**src/logic/lk_map.svh**
```systemverilog
// Register offsets, field positions and fixed values of the link extension command unit.
`ifndef LK_MAP_SVH
`define LK_MAP_SVH
`define LK_OFS_CMD    8'h00
`define LK_OFS_ARG    8'h04
`define LK_OFS_SEM    8'h08
`define LK_OFS_MODE   8'h0C
`define LK_OFS_LCFG   8'h10
`define LK_OFS_LSTAT  8'h14
`define LK_OFS_TOP    8'h18
`define LK_OFS_QSTAT  8'h1C
`define LK_SEM_RESET  8'hFF
`define LK_SEM_BUSY   8'h00
`define LK_SEM_DONE   8'hFF
`define LK_SEM_REJECT 8'h01
`define LK_FAULT_ARG  24'h000000
`define LK_CFG_RAW    16
`define LK_CFG_VALID  17
`define LK_ST_STATE   12
`endif

```
**src/logic/lk_pkg.sv**
```systemverilog
// Types shared by the link extension command unit.
`default_nettype none
package lk_pkg;
  // Command codes written by the host.
  typedef enum logic [7:0] {
    LK_CMD_OPEN      = 8'h62,
    LK_CMD_CLOSE     = 8'h6A,
    LK_CMD_REMOTE    = 8'h69,
    LK_CMD_SET_HOLD  = 8'h61,
    LK_CMD_CLR_HOLD  = 8'h60,
    LK_CMD_STOP_I    = 8'h67,
    LK_CMD_STOP_XIDG = 8'h89,
    LK_CMD_STOP_XID0 = 8'h8A
  } lk_cmd_t;
  // Command handler phases.
  typedef enum logic [0:0] {LK_IDLE, LK_EXEC} lk_fsm_t;
  // Per-link protocol state.
  typedef enum logic [1:0] {LK_LS_OFF, LK_LS_NOTEI, LK_LS_RAW} lk_lst_t;
endpackage : lk_pkg
`default_nettype wire

```
**src/logic/lk_ext_cmd_unit.sv**
```systemverilog
// Protocol-extension command handler with APB register access.
//
// How it works
// - Eight command codes decode to open, close, query, hold, release and three stops.
// - Per-link commands take the target link from the argument register.
// - Raw links accept only open, close, set hold, clear hold and stop I.
// - The raw-mode configuration bit picks protocol or raw operation at open.
// - Opening an already active link or DLCI raises a fault with zero argument.
// - Single-chip open stores the pair in a free match entry, else signals full.
// - Expanded mode open writes the link into the external match table.
// - Protocol open sets no-terminal-id state, updates top live index, semaphore FF.
// - Close sets halt, clears acknowledge and transmit bits, keeps active only while I frames are queued.
// - Close deletes the match pair internally or externally and updates top index.
// - Semaphore FF marks acceptance; a queued link finishes close at queue head.
// - Query with a poll outstanding only sets the peer query flag.
// - Query without a poll sends a poll frame and sets both flags.
// - A final response raises peer query done and clears both flags.
// - Set hold forces receive busy through the hold flag, then semaphore FF.
// - Clear hold clears hold and genuine starvation busy, then semaphore FF.
// - Stop I blocks new transmit service and aborts the I frame in flight.
// - Stop I completion interrupt waits until all I frames are acknowledged.
// - Exchange queue stops block service and abort the frame in flight.
//
// The address map and register access over APB are this design's own decisions.
`timescale 1ns/1ps
`default_nettype none
`include "lk_map.svh"
module lk_ext_cmd_unit #(
  parameter int NLINK = 16,
  parameter int NMATCH = 16,
  parameter int DW = 13,
  localparam int LW = $clog2(NLINK)
) (
  input  wire logic              clock,
  input  wire logic              sys_rst,
  input  wire logic              ce,
  input  wire logic              psel,
  input  wire logic              penable,
  input  wire logic              pwrite,
  input  wire logic [7:0]        paddr,
  input  wire logic [31:0]       pwdata,
  output logic      [31:0]       prdata,
  output logic                   pready,
  output logic                   pslverr,
  input  wire logic              rxFrameValid,
  input  wire logic              rxFrameFinal,
  input  wire logic [LW-1:0]     rxFrameLink,
  input  wire logic              rxStarve,
  input  wire logic [LW-1:0]     rxStarveLink,
  input  wire logic              queueHeadTake,
  input  wire logic [LW-1:0]     queueHeadLink,
  input  wire logic [NLINK-1:0]  iQueued,
  input  wire logic              txIBusy,
  input  wire logic [LW-1:0]     txILink,
  input  wire logic [1:0]        xidBusy,
  input  wire logic [NLINK-1:0]  unackedNone,
  output logic                   pollFrameReq,
  output logic      [LW-1:0]     pollFrameLink,
  output logic                   abortIFrame,
  output logic      [1:0]        abortXidFrame,
  output logic      [NLINK-1:0]  txIStopped,
  output logic      [1:0]        xidStopped,
  output logic      [NLINK-1:0]  localBusy,
  output logic      [NLINK-1:0]  linkActive,
  output logic                   mgmtFaultIrq,
  output logic      [23:0]       mgmtFaultArg,
  output logic                   matchFullIrq,
  output logic                   peerDoneIrq,
  output logic      [LW-1:0]     peerDoneLink,
  output logic                   sendDoneIrq,
  output logic      [LW-1:0]     sendDoneLink,
  output logic                   extMatchWe,
  output logic                   extMatchDel,
  output logic      [DW-1:0]     extMatchDlci,
  output logic      [LW-1:0]     extMatchLink,
  output logic      [LW-1:0]     topLiveLink
);
  import lk_pkg::*;

  // Whole state of the unit.
  typedef struct packed {
    lk_fsm_t                         fsm;
    logic [7:0]                      cmd;
    logic [LW-1:0]                   arg;
    logic [7:0]                      sem;
    logic                            expanded;
    logic [NLINK-1:0][DW-1:0]        cfgDlci;
    logic [NLINK-1:0]                cfgRaw;
    logic [NLINK-1:0]                cfgValid;
    logic [NLINK-1:0]                active;
    logic [NLINK-1:0]                halt;
    logic [NLINK-1:0]                ackBit;
    logic [NLINK-1:0]                txBit;
    logic [NLINK-1:0]                pollOut;
    logic [NLINK-1:0]                peerQ;
    logic [NLINK-1:0]                hold;
    logic [NLINK-1:0]                starve;
    logic [NLINK-1:0]                stopI;
    logic [NLINK-1:0]                waitAck;
    logic [NLINK-1:0]                closing;
    logic [NLINK-1:0]                busyOut;
    lk_lst_t [NLINK-1:0]             lstate;
    logic [NMATCH-1:0]               msValid;
    logic [NMATCH-1:0][DW-1:0]       msDlci;
    logic [NMATCH-1:0][LW-1:0]       msLink;
    logic [LW-1:0]                   topLive;
    logic [1:0]                      xidStop;
    logic [31:0]                     prdata;
    logic                            pready;
    logic                            pslverr;
    logic                            pollReq;
    logic [LW-1:0]                   pollLink;
    logic                            abortI;
    logic [1:0]                      abortXid;
    logic                            faultIrq;
    logic [23:0]                     faultArg;
    logic                            fullIrq;
    logic                            peerIrq;
    logic [LW-1:0]                   peerLink;
    logic                            sendIrq;
    logic [LW-1:0]                   sendLink;
    logic                            extWe;
    logic                            extDel;
    logic [DW-1:0]                   extDlci;
    logic [LW-1:0]                   extLink;
  } lk_state_t;

  lk_state_t     st_q;
  lk_state_t     st_d;
  logic [LW-1:0] tgt;
  logic          dupDlci;
  logic          freeFound;
  logic          doneOk;
  logic          cmdLegal;
  logic [31:0]   rdData;
  logic          rdHit;

  // Highest index of a live link, zero when none is live.
  function automatic logic [LW-1:0] topOf(input logic [NLINK-1:0] v);
    logic [LW-1:0] r;
    r = '0;
    for (int i = 0; i < NLINK; i++) begin
      if (v[i]) begin
        r = LW'(i);
      end
    end
    return r;
  endfunction : topOf

  // True for the commands that name a link in the argument register.
  function automatic logic perLink(input logic [7:0] c);
    return (c == LK_CMD_OPEN) || (c == LK_CMD_CLOSE) || (c == LK_CMD_REMOTE) || (c == LK_CMD_SET_HOLD) ||
           (c == LK_CMD_CLR_HOLD) || (c == LK_CMD_STOP_I);
  endfunction : perLink

  // True for the commands that a raw link may receive.
  function automatic logic rawOk(input logic [7:0] c);
    return perLink(c) && (c != LK_CMD_REMOTE);
  endfunction : rawOk

  // Reads come from the address of the setup phase.
  always_comb begin
    rdData = 32'h0;
    rdHit = 1'h1;
    case (paddr)
      `LK_OFS_CMD:   rdData[7:0] = st_q.cmd;
      `LK_OFS_ARG:   rdData[LW-1:0] = st_q.arg;
      `LK_OFS_SEM:   rdData[7:0] = st_q.sem;
      `LK_OFS_MODE:  rdData[0] = st_q.expanded;
      `LK_OFS_LCFG: begin
        rdData[DW-1:0] = st_q.cfgDlci[st_q.arg];
        rdData[`LK_CFG_RAW] = st_q.cfgRaw[st_q.arg];
        rdData[`LK_CFG_VALID] = st_q.cfgValid[st_q.arg];
      end
      `LK_OFS_LSTAT: begin
        rdData[10:0] = {st_q.closing[st_q.arg], st_q.waitAck[st_q.arg], st_q.stopI[st_q.arg],
                        st_q.starve[st_q.arg], st_q.hold[st_q.arg], st_q.peerQ[st_q.arg],
                        st_q.pollOut[st_q.arg], st_q.txBit[st_q.arg], st_q.ackBit[st_q.arg],
                        st_q.halt[st_q.arg], st_q.active[st_q.arg]};
        rdData[`LK_ST_STATE+:2] = st_q.lstate[st_q.arg];
      end
      `LK_OFS_TOP:   rdData[LW-1:0] = st_q.topLive;
      `LK_OFS_QSTAT: rdData[1:0] = st_q.xidStop;
      default:       rdHit = 1'h0;
    endcase
  end

  // Link lookups used while a command executes.
  always_comb begin
    tgt = st_q.arg;
    dupDlci = 1'h0;
    freeFound = 1'h0;
    for (int i = 0; i < NLINK; i++) begin
      if (st_q.active[i] && (st_q.cfgDlci[i] == st_q.cfgDlci[tgt])) begin
        dupDlci = 1'h1;
      end
    end
    for (int j = 0; j < NMATCH; j++) begin
      if (!st_q.msValid[j]) begin
        freeFound = 1'h1;
      end
    end
    if (st_q.cmd == LK_CMD_OPEN) begin
      cmdLegal = st_q.cfgValid[tgt];
    end else if (perLink(st_q.cmd)) begin
      cmdLegal = st_q.active[tgt] && !st_q.closing[tgt] &&
                 ((st_q.lstate[tgt] != LK_LS_RAW) || rawOk(st_q.cmd));
    end else begin
      cmdLegal = (st_q.cmd == LK_CMD_STOP_XIDG) || (st_q.cmd == LK_CMD_STOP_XID0);
    end
  end

  // Next state: bus slave, link events and the command step.
  always_comb begin
    st_d = st_q;
    doneOk = 1'h0;
    st_d.pollReq = 1'h0;
    st_d.abortI = 1'h0;
    st_d.abortXid = 2'h0;
    st_d.faultIrq = 1'h0;
    st_d.fullIrq = 1'h0;
    st_d.peerIrq = 1'h0;
    st_d.sendIrq = 1'h0;
    st_d.extWe = 1'h0;
    st_d.extDel = 1'h0;
    st_d.pready = 1'h1;
    // Answer data and error are fixed in the setup phase.
    if (psel && !penable) begin
      st_d.prdata = rdHit ? rdData : 32'h0;
      st_d.pslverr = !rdHit;
    end
    // Writes land in the access phase; a command write while busy is dropped.
    if (psel && penable && pwrite && st_q.pready && rdHit) begin
      case (paddr)
        `LK_OFS_CMD: begin
          if (st_q.fsm == LK_IDLE) begin
            st_d.cmd = pwdata[7:0];
            st_d.sem = `LK_SEM_BUSY;
            st_d.fsm = LK_EXEC;
          end
        end
        `LK_OFS_ARG:  st_d.arg = pwdata[LW-1:0];
        `LK_OFS_MODE: st_d.expanded = pwdata[0];
        `LK_OFS_LCFG: begin
          st_d.cfgDlci[st_q.arg] = pwdata[DW-1:0];
          st_d.cfgRaw[st_q.arg] = pwdata[`LK_CFG_RAW];
          st_d.cfgValid[st_q.arg] = pwdata[`LK_CFG_VALID];
        end
        `LK_OFS_QSTAT: st_d.xidStop = st_q.xidStop & ~pwdata[1:0];
        default: ;
      endcase
    end
    // A final response closes the poll on its link.
    if (rxFrameValid && rxFrameFinal && st_q.pollOut[rxFrameLink]) begin
      st_d.peerIrq = 1'h1;
      st_d.peerLink = rxFrameLink;
      st_d.pollOut[rxFrameLink] = 1'h0;
      st_d.peerQ[rxFrameLink] = 1'h0;
    end
    // The transmit task finishes a close when the link leaves its queue head.
    if (queueHeadTake && st_q.closing[queueHeadLink]) begin
      st_d.active[queueHeadLink] = 1'h0;
      st_d.closing[queueHeadLink] = 1'h0;
    end
    // One stop completion per cycle, lowest link first.
    for (int i = 0; i < NLINK; i++) begin
      if (!doneOk && st_q.waitAck[i] && unackedNone[i]) begin
        doneOk = 1'h1;
        st_d.sendIrq = 1'h1;
        st_d.sendLink = LW'(i);
        st_d.waitAck[i] = 1'h0;
      end
    end
    // Command step: one cycle, then the semaphore answers.
    if (st_q.fsm == LK_EXEC) begin
      st_d.fsm = LK_IDLE;
      st_d.sem = `LK_SEM_DONE;
      if (!cmdLegal) begin
        st_d.sem = `LK_SEM_REJECT;
      end else begin
        case (st_q.cmd)
          LK_CMD_OPEN: begin
            if (st_q.active[tgt] || dupDlci) begin
              st_d.faultIrq = 1'h1;
              st_d.faultArg = `LK_FAULT_ARG;
            end else if (!st_q.expanded && !freeFound) begin
              st_d.fullIrq = 1'h1;
            end else begin
              if (st_q.expanded) begin
                st_d.extWe = 1'h1;
                st_d.extDlci = st_q.cfgDlci[tgt];
                st_d.extLink = tgt;
              end else begin
                for (int j = NMATCH - 1; j >= 0; j--) begin
                  if (!st_q.msValid[j]) begin
                    st_d.msValid = st_q.msValid | (NMATCH'(1) << j);
                    st_d.msDlci[j] = st_q.cfgDlci[tgt];
                    st_d.msLink[j] = tgt;
                  end
                end
              end
              st_d.active[tgt] = 1'h1;
              st_d.halt[tgt] = 1'h0;
              st_d.ackBit[tgt] = 1'h0;
              st_d.txBit[tgt] = 1'h0;
              st_d.stopI[tgt] = 1'h0;
              st_d.pollOut[tgt] = 1'h0;
              st_d.peerQ[tgt] = 1'h0;
              st_d.lstate[tgt] = st_q.cfgRaw[tgt] ? LK_LS_RAW : LK_LS_NOTEI;
            end
          end
          LK_CMD_CLOSE: begin
            st_d.halt[tgt] = 1'h1;
            st_d.ackBit[tgt] = 1'h0;
            st_d.txBit[tgt] = 1'h0;
            if (iQueued[tgt]) begin
              st_d.closing[tgt] = 1'h1;
            end else begin
              st_d.active[tgt] = 1'h0;
            end
            if (st_q.expanded) begin
              st_d.extDel = 1'h1;
              st_d.extDlci = st_q.cfgDlci[tgt];
              st_d.extLink = tgt;
            end else begin
              for (int j = 0; j < NMATCH; j++) begin
                if (st_q.msValid[j] && (st_q.msLink[j] == tgt)) begin
                  st_d.msValid[j] = 1'h0;
                end
              end
            end
          end
          LK_CMD_REMOTE: begin
            if (!st_q.pollOut[tgt]) begin
              st_d.pollReq = 1'h1;
              st_d.pollLink = tgt;
              st_d.pollOut[tgt] = 1'h1;
            end
            st_d.peerQ[tgt] = 1'h1;
          end
          LK_CMD_SET_HOLD: st_d.hold[tgt] = 1'h1;
          LK_CMD_CLR_HOLD: begin
            st_d.hold[tgt] = 1'h0;
            st_d.starve[tgt] = 1'h0;
          end
          LK_CMD_STOP_I: begin
            st_d.stopI[tgt] = 1'h1;
            st_d.waitAck[tgt] = 1'h1;
            st_d.abortI = txIBusy && (txILink == tgt);
          end
          LK_CMD_STOP_XIDG: begin
            st_d.xidStop[0] = 1'h1;
            st_d.abortXid[0] = xidBusy[0];
          end
          LK_CMD_STOP_XID0: begin
            st_d.xidStop[1] = 1'h1;
            st_d.abortXid[1] = xidBusy[1];
          end
          default: st_d.sem = `LK_SEM_REJECT;
        endcase
      end
    end
    // Starvation is set after the command so that a same-cycle clear loses.
    if (rxStarve) begin
      st_d.starve[rxStarveLink] = 1'h1;
    end
    st_d.topLive = topOf(st_d.active);
    st_d.busyOut = st_d.hold | st_d.starve;
  end

  // State register; a low clock enable freezes everything.
  always_ff @(posedge clock or posedge sys_rst) begin
    if (sys_rst) begin
      st_q <= '0;
      st_q.sem <= `LK_SEM_RESET;
    end else if (ce) begin
      st_q <= st_d;
    end
  end

  // Outputs taken straight from the state register.
  assign prdata = st_q.prdata;
  assign pready = st_q.pready;
  assign pslverr = st_q.pslverr;
  assign pollFrameReq = st_q.pollReq;
  assign pollFrameLink = st_q.pollLink;
  assign abortIFrame = st_q.abortI;
  assign abortXidFrame = st_q.abortXid;
  assign txIStopped = st_q.stopI;
  assign xidStopped = st_q.xidStop;
  assign localBusy = st_q.busyOut;
  assign linkActive = st_q.active;
  assign mgmtFaultIrq = st_q.faultIrq;
  assign mgmtFaultArg = st_q.faultArg;
  assign matchFullIrq = st_q.fullIrq;
  assign peerDoneIrq = st_q.peerIrq;
  assign peerDoneLink = st_q.peerLink;
  assign sendDoneIrq = st_q.sendIrq;
  assign sendDoneLink = st_q.sendLink;
  assign extMatchWe = st_q.extWe;
  assign extMatchDel = st_q.extDel;
  assign extMatchDlci = st_q.extDlci;
  assign extMatchLink = st_q.extLink;
  assign topLiveLink = st_q.topLive;

  // Checks on the command step and the link events.
  a_sem_answer: assert property (@(posedge clock) disable iff (sys_rst)
    (st_q.fsm == LK_EXEC && ce) |=> (st_q.sem == `LK_SEM_DONE || st_q.sem == `LK_SEM_REJECT))
    else $error("semaphore did not answer after a command step");
  a_open_fault: assert property (@(posedge clock) disable iff (sys_rst)
    (st_q.fsm == LK_EXEC && ce && cmdLegal && st_q.cmd == LK_CMD_OPEN && dupDlci)
      |=> (mgmtFaultIrq && mgmtFaultArg == 24'h000000 && !extMatchWe))
    else $error("duplicate open did not raise a fault");
  a_open_state: assert property (@(posedge clock) disable iff (sys_rst)
    (st_q.fsm == LK_EXEC && ce && cmdLegal && st_q.cmd == LK_CMD_OPEN && !dupDlci &&
     !st_q.active[tgt] && (st_q.expanded || freeFound) && !st_q.cfgRaw[tgt])
      |=> (st_q.lstate[$past(tgt)] == LK_LS_NOTEI && linkActive[$past(tgt)] && extMatchWe == $past(st_q.expanded)))
    else $error("protocol open did not reach the no terminal id state");
  a_close_bits: assert property (@(posedge clock) disable iff (sys_rst)
    (st_q.fsm == LK_EXEC && ce && cmdLegal && st_q.cmd == LK_CMD_CLOSE)
      |=> (st_q.halt[$past(tgt)] && !st_q.ackBit[$past(tgt)] && !st_q.txBit[$past(tgt)]))
    else $error("close left the send state word wrong");
  a_poll_send: assert property (@(posedge clock) disable iff (sys_rst)
    (st_q.fsm == LK_EXEC && ce && cmdLegal && st_q.cmd == LK_CMD_REMOTE && !st_q.pollOut[tgt])
      |=> (pollFrameReq && pollFrameLink == $past(tgt) && st_q.peerQ[$past(tgt)]))
    else $error("query without poll sent no poll frame");
  a_poll_hold: assert property (@(posedge clock) disable iff (sys_rst)
    (st_q.fsm == LK_EXEC && ce && cmdLegal && st_q.cmd == LK_CMD_REMOTE && st_q.pollOut[tgt])
      |=> (!pollFrameReq && st_q.peerQ[$past(tgt)]))
    else $error("query with poll outstanding sent another frame");
  a_peer_done: assert property (@(posedge clock) disable iff (sys_rst)
    (ce && st_q.fsm == LK_IDLE && rxFrameValid && rxFrameFinal && st_q.pollOut[rxFrameLink])
      |=> (peerDoneIrq && !st_q.pollOut[peerDoneLink] && !st_q.peerQ[peerDoneLink]))
    else $error("final response did not finish the query");
  a_raw_reject: assert property (@(posedge clock) disable iff (sys_rst)
    (st_q.fsm == LK_EXEC && ce && st_q.cmd == LK_CMD_REMOTE && st_q.lstate[tgt] == LK_LS_RAW)
      |=> (st_q.sem == `LK_SEM_REJECT && !pollFrameReq))
    else $error("raw link accepted a query");
  a_hold_busy: assert property (@(posedge clock) disable iff (sys_rst)
    (st_q.fsm == LK_EXEC && ce && cmdLegal && st_q.cmd == LK_CMD_SET_HOLD) |=> localBusy[$past(tgt)])
    else $error("set hold did not force receive busy");
  a_stop_wait: assert property (@(posedge clock) disable iff (sys_rst)
    sendDoneIrq |-> |($past(unackedNone & st_q.waitAck) & (NLINK'(1) << sendDoneLink)))
    else $error("stop completion before all frames acknowledged");
  a_xid_abort: assert property (@(posedge clock) disable iff (sys_rst)
    (st_q.fsm == LK_EXEC && ce && st_q.cmd == LK_CMD_STOP_XID0 && xidBusy[1])
      |=> (abortXidFrame[1] && xidStopped[1]))
    else $error("queue zero stop did not abort the frame");
endmodule : lk_ext_cmd_unit
`default_nettype wire

```
**config.mk**
```make
export PLATFORM = sky130hd
export DESIGN_NAME = lk_ext_cmd_unit
export DESIGN_NICKNAME = d
export VERILOG_FILES = /design/src/logic/lk_pkg.sv /design/src/logic/lk_ext_cmd_unit.sv
export VERILOG_INCLUDE_DIRS = /design/src /design/src/logic
export SDC_FILE = /design/constraint.sdc
export NUM_CORES = 2
export LEC_CHECK = 0
export BUFFER_PORTS_ARGS = -buffer_cell sky130_fd_sc_hd__buf_2
export CAP_MARGIN = 10
export CELL_PAD_IN_SITES_DETAIL_PLACEMENT = 0
export CELL_PAD_IN_SITES_GLOBAL_PLACEMENT = 1
export CORE_MARGIN = 3
export CORE_UTILIZATION = 45
export CTS_CLUSTER_DIAMETER = 60
export CTS_CLUSTER_SIZE = 28
export DETAILED_ROUTE_END_ITERATION = 12
export PLACE_DENSITY = 0.77
export SYNTH_ARGS = -nofsm -noshare
export SYNTH_HDL_FRONTEND = slang
export SYNTH_SLANG_ARGS = --single-unit
```
**constraint.sdc**
```tcl
create_clock -name clock -period 67.6 [get_ports clock]
set_clock_uncertainty 0.1 [all_clocks]
set_input_delay 13.52 -clock clock [delete_from_list [all_inputs] [get_ports clock]]
set_output_delay 13.52 -clock clock [all_outputs]
set_load 0.005 [all_outputs]
```
==> reports/metrics.cfg <==
[global_route]
grt_pass1_wl_microns=200000
grt_max_degree=132
groute.usage.overall_pct=31.0
grt.overflow.total=0
grt_pass1_vias=29000
grt_antenna_before_repair=6

[timing]
period_needed_ns=17.11
fin_crit_sh_pct=25.3
finalSetupTns_ns=0
drv_slew=0
worst_pin_slew_ns=1.30
slew_headroom_pct=12.8
setup_viol=0
hold_viol=0
max_freq_mhz=58.5
rsz0062_at_grt=no

[pwr]
p_leak_nw=18.6
vdd_drop_max_v=0.0000183
power_density_nw_per_um2=20.2

[synth]
ys_seq_area_share_pct=41.5
synth_area_per_cell_sq_um=10.5
synth_area_sq_um=37600
ys_async_sr_fraction_pct=100
ys_types=97
yosys_warnings=0
synth-edff-count=0
postSynthCellCount=3577
synth-seq-cells=623
synth_flop_cell=dfrtp_1

[placement]
portBuffers=194
dp.final_hpwl_microns=94500
place.gp.congestion=0.976
dp_cells=4563

[clock_network]
cts.sinks=623
root_buffer=clkbuf_16
cts_buffers=58
postCtsSetupRepairBufs=0
hold_buffers=0
clk_pin_slew_ns=0.08
cts_tree=done
cts_max_path_buffers=3
htreeDepth=2
post_cts_resized=0
clk_latency_ns=0.68

[worst_hold_path]
hold_start=extMatchLink[2]
hp-class=reg2reg

[detailed_routing]
ant_nets=0
wl_per_cell_microns=29.4
wirelength_microns=137000
via_per_inst=6.48
wl_met3_microns=13300
highest_layer=met5
post-route-drc-count=0
wl_met1_microns=55300
dr.pass1.iters=6
drt-initial-drc-count=3533
wl_met2_microns=60000
via_count=30300

[floorplan]
start_util_pct=45.6
rows=105
ioPinCount=252
dieArea_sq_um=87000
die_h_microns=295
core_sq_um=82400
die_x_microns=295

[worst_setup_path]
rrSetupSlack_ns=59.98
cp_num_buf_inv=6
path_cells=buf_2, inv_8, buf_4, buf_4, buf_4, buf_4
crit_path_max_incr_delay_ns=0.87
arrival_ns=17.58
endpoint_kind=async pin
cp_max_fo=90
crit_family=buffers and inverters
slowest_stage=buf_4
critical_path_class=in2async
crit_required_ns=68.08
crit_start=sys_rst
crit_top_cell=buf_4
cp-start-kind=input pin
timing.rr.start=tgt[0]

[status]
status=finished clean

[finish]
diodes=0
stdcell_count=4673
final_nets=3654
drive_gt1_share_pct=24.6
syn_to_final_growth_pct=7.83

[run]
drv_cap=0

==> metal layers <==
layer	vias to the layer above	track usage, %
met4	10	17.3
met2	1674	46.7
li1	12900	-
met1	15300	41.7
met5	-	0
met3	439	6.78
==> synthesized netlist by cell type, drive strengths merged (35+ instances only) <==
cell type / instances / area (sq um)
inv: 44 / 165
o21ai: 273 / 1370
nand3: 73 / 370
nand4: 37 / 231
xnor2: 157 / 1380
nand2: 288 / 1100
nor4: 37 / 231
mux2: 386 / 4350
mux4: 102 / 2300
o21a: 40 / 300
a21oi: 104 / 532
mux2i: 87 / 871
dfrtp: 621 / 15500
a22oi: 35 / 293
clkbuf: 150 / 563
o22ai: 46 / 300
nor2: 171 / 654
buf: 232 / 1620
nor3: 88 / 485
a31oi: 40 / 250
xor2: 175 / 1530
==> logic make-up (layout without fill, tap and decap cells) <==
| logic type | Yosys count | after routing | share of synthesized area (%) |
|---|---|---|---|
| DFF | 623 | 623 | 41.5 |
| buffers and inverters | 427 | 414 | 6.25 |
| other | 1 | 40 | 0.00997 |
| and+or+nand+nor | 845 | 845 | 11.0 |
| AOI/OAI and AO/OA | 774 | 774 | 13.5 |
| xor gates and xnor gates | 332 | 332 | 7.73 |
| muxes | 575 | 575 | 20.0 |
==> cells in the final DEF, fill, tap and decap left out, types with 29 or more instances in the layout <==
master,synthesis,routed
mux2_1,45,45
a31oi_1,40,40
clkbuf_16,0,58
o21a_1,40,40
a22oi_1,29,29
or3_1,29,29
mux4_2,102,102
mux2_2,341,341
o22ai_1,44,44
mux2i_1,87,87
dfrtp_1,621,617
o21ai_0,262,261
a21oi_1,101,101
conb_1,1,40
nor3_1,79,77
nand4_1,37,37
xnor2_1,157,157
nor4_1,37,36
inv_1,43,41
xor2_1,175,175
buf_2,46,193
nand2_1,280,280
nand3_1,72,72
buf_4,148,65
nor2_1,166,164
==> registers in the layout, indices dropped and copies added (netlist names), 13 cells and up, named ones only <==
register,flops
extMatchDlci,13
linkActive,16
localBusy,16
prdata,16
st_q,508
==> power by group <==
part	total, W	switching (W)	internal (W)
registers	0.000387	0.00000902	0.000378
logic	0.0000655	0.0000440	0.0000215
clock network	0.000367	0.000181	0.000186
total	0.000820	0.000234	0.000586
==> area by class of cell <==
type	instances	area, sq um
inverter	45	176
tap	1070	1340
clock inverter	44	588
timing repair buffer	259	1470
fill	7556	41800
sequential	623	15600
multi-input combinational	2566	19800
clock buffer	66	1530
==> worst min-delay path, delay by kind of cell (launching register included) <==
| family | cells | cell delay, ns |
|---|---|---|
| AO/OA/AOI/OAI | 1 | 0.06 |
| flip-flops | 1 | 0.34 |
| AND/OR/NAND/NOR | 1 | 0.04 |
==> through the flow <==
step                total power (W)  util, %  instance area [sq um]  setup WS [ns]  hold slack (ns)
CTS                        0.000821     49.2                  40500          50.30            0.388
floorplan                  0.000435        -                  37700          36.54            0.349
detailed placement         0.000458     46.6                  38400          49.56            0.363
global placement           0.000458     46.6                  38400          49.57            0.364
finish                     0.000820     49.2                  40500          50.49            0.378
global route               0.000843     49.2                  40500          49.83            0.399
==> worst paths after layout <==
kind | end | depth (start not counted)
max reg2reg | st_q[383] | 16
max | tgt[2] | 6
min | extMatchLink[2] | 2
max in group clock | topLiveLink[2] | 8
min reg2reg | extMatchLink[2] | 2
min in group asynchronous | localBusy[4] | 2
Power figures use the tool's default switching activity.
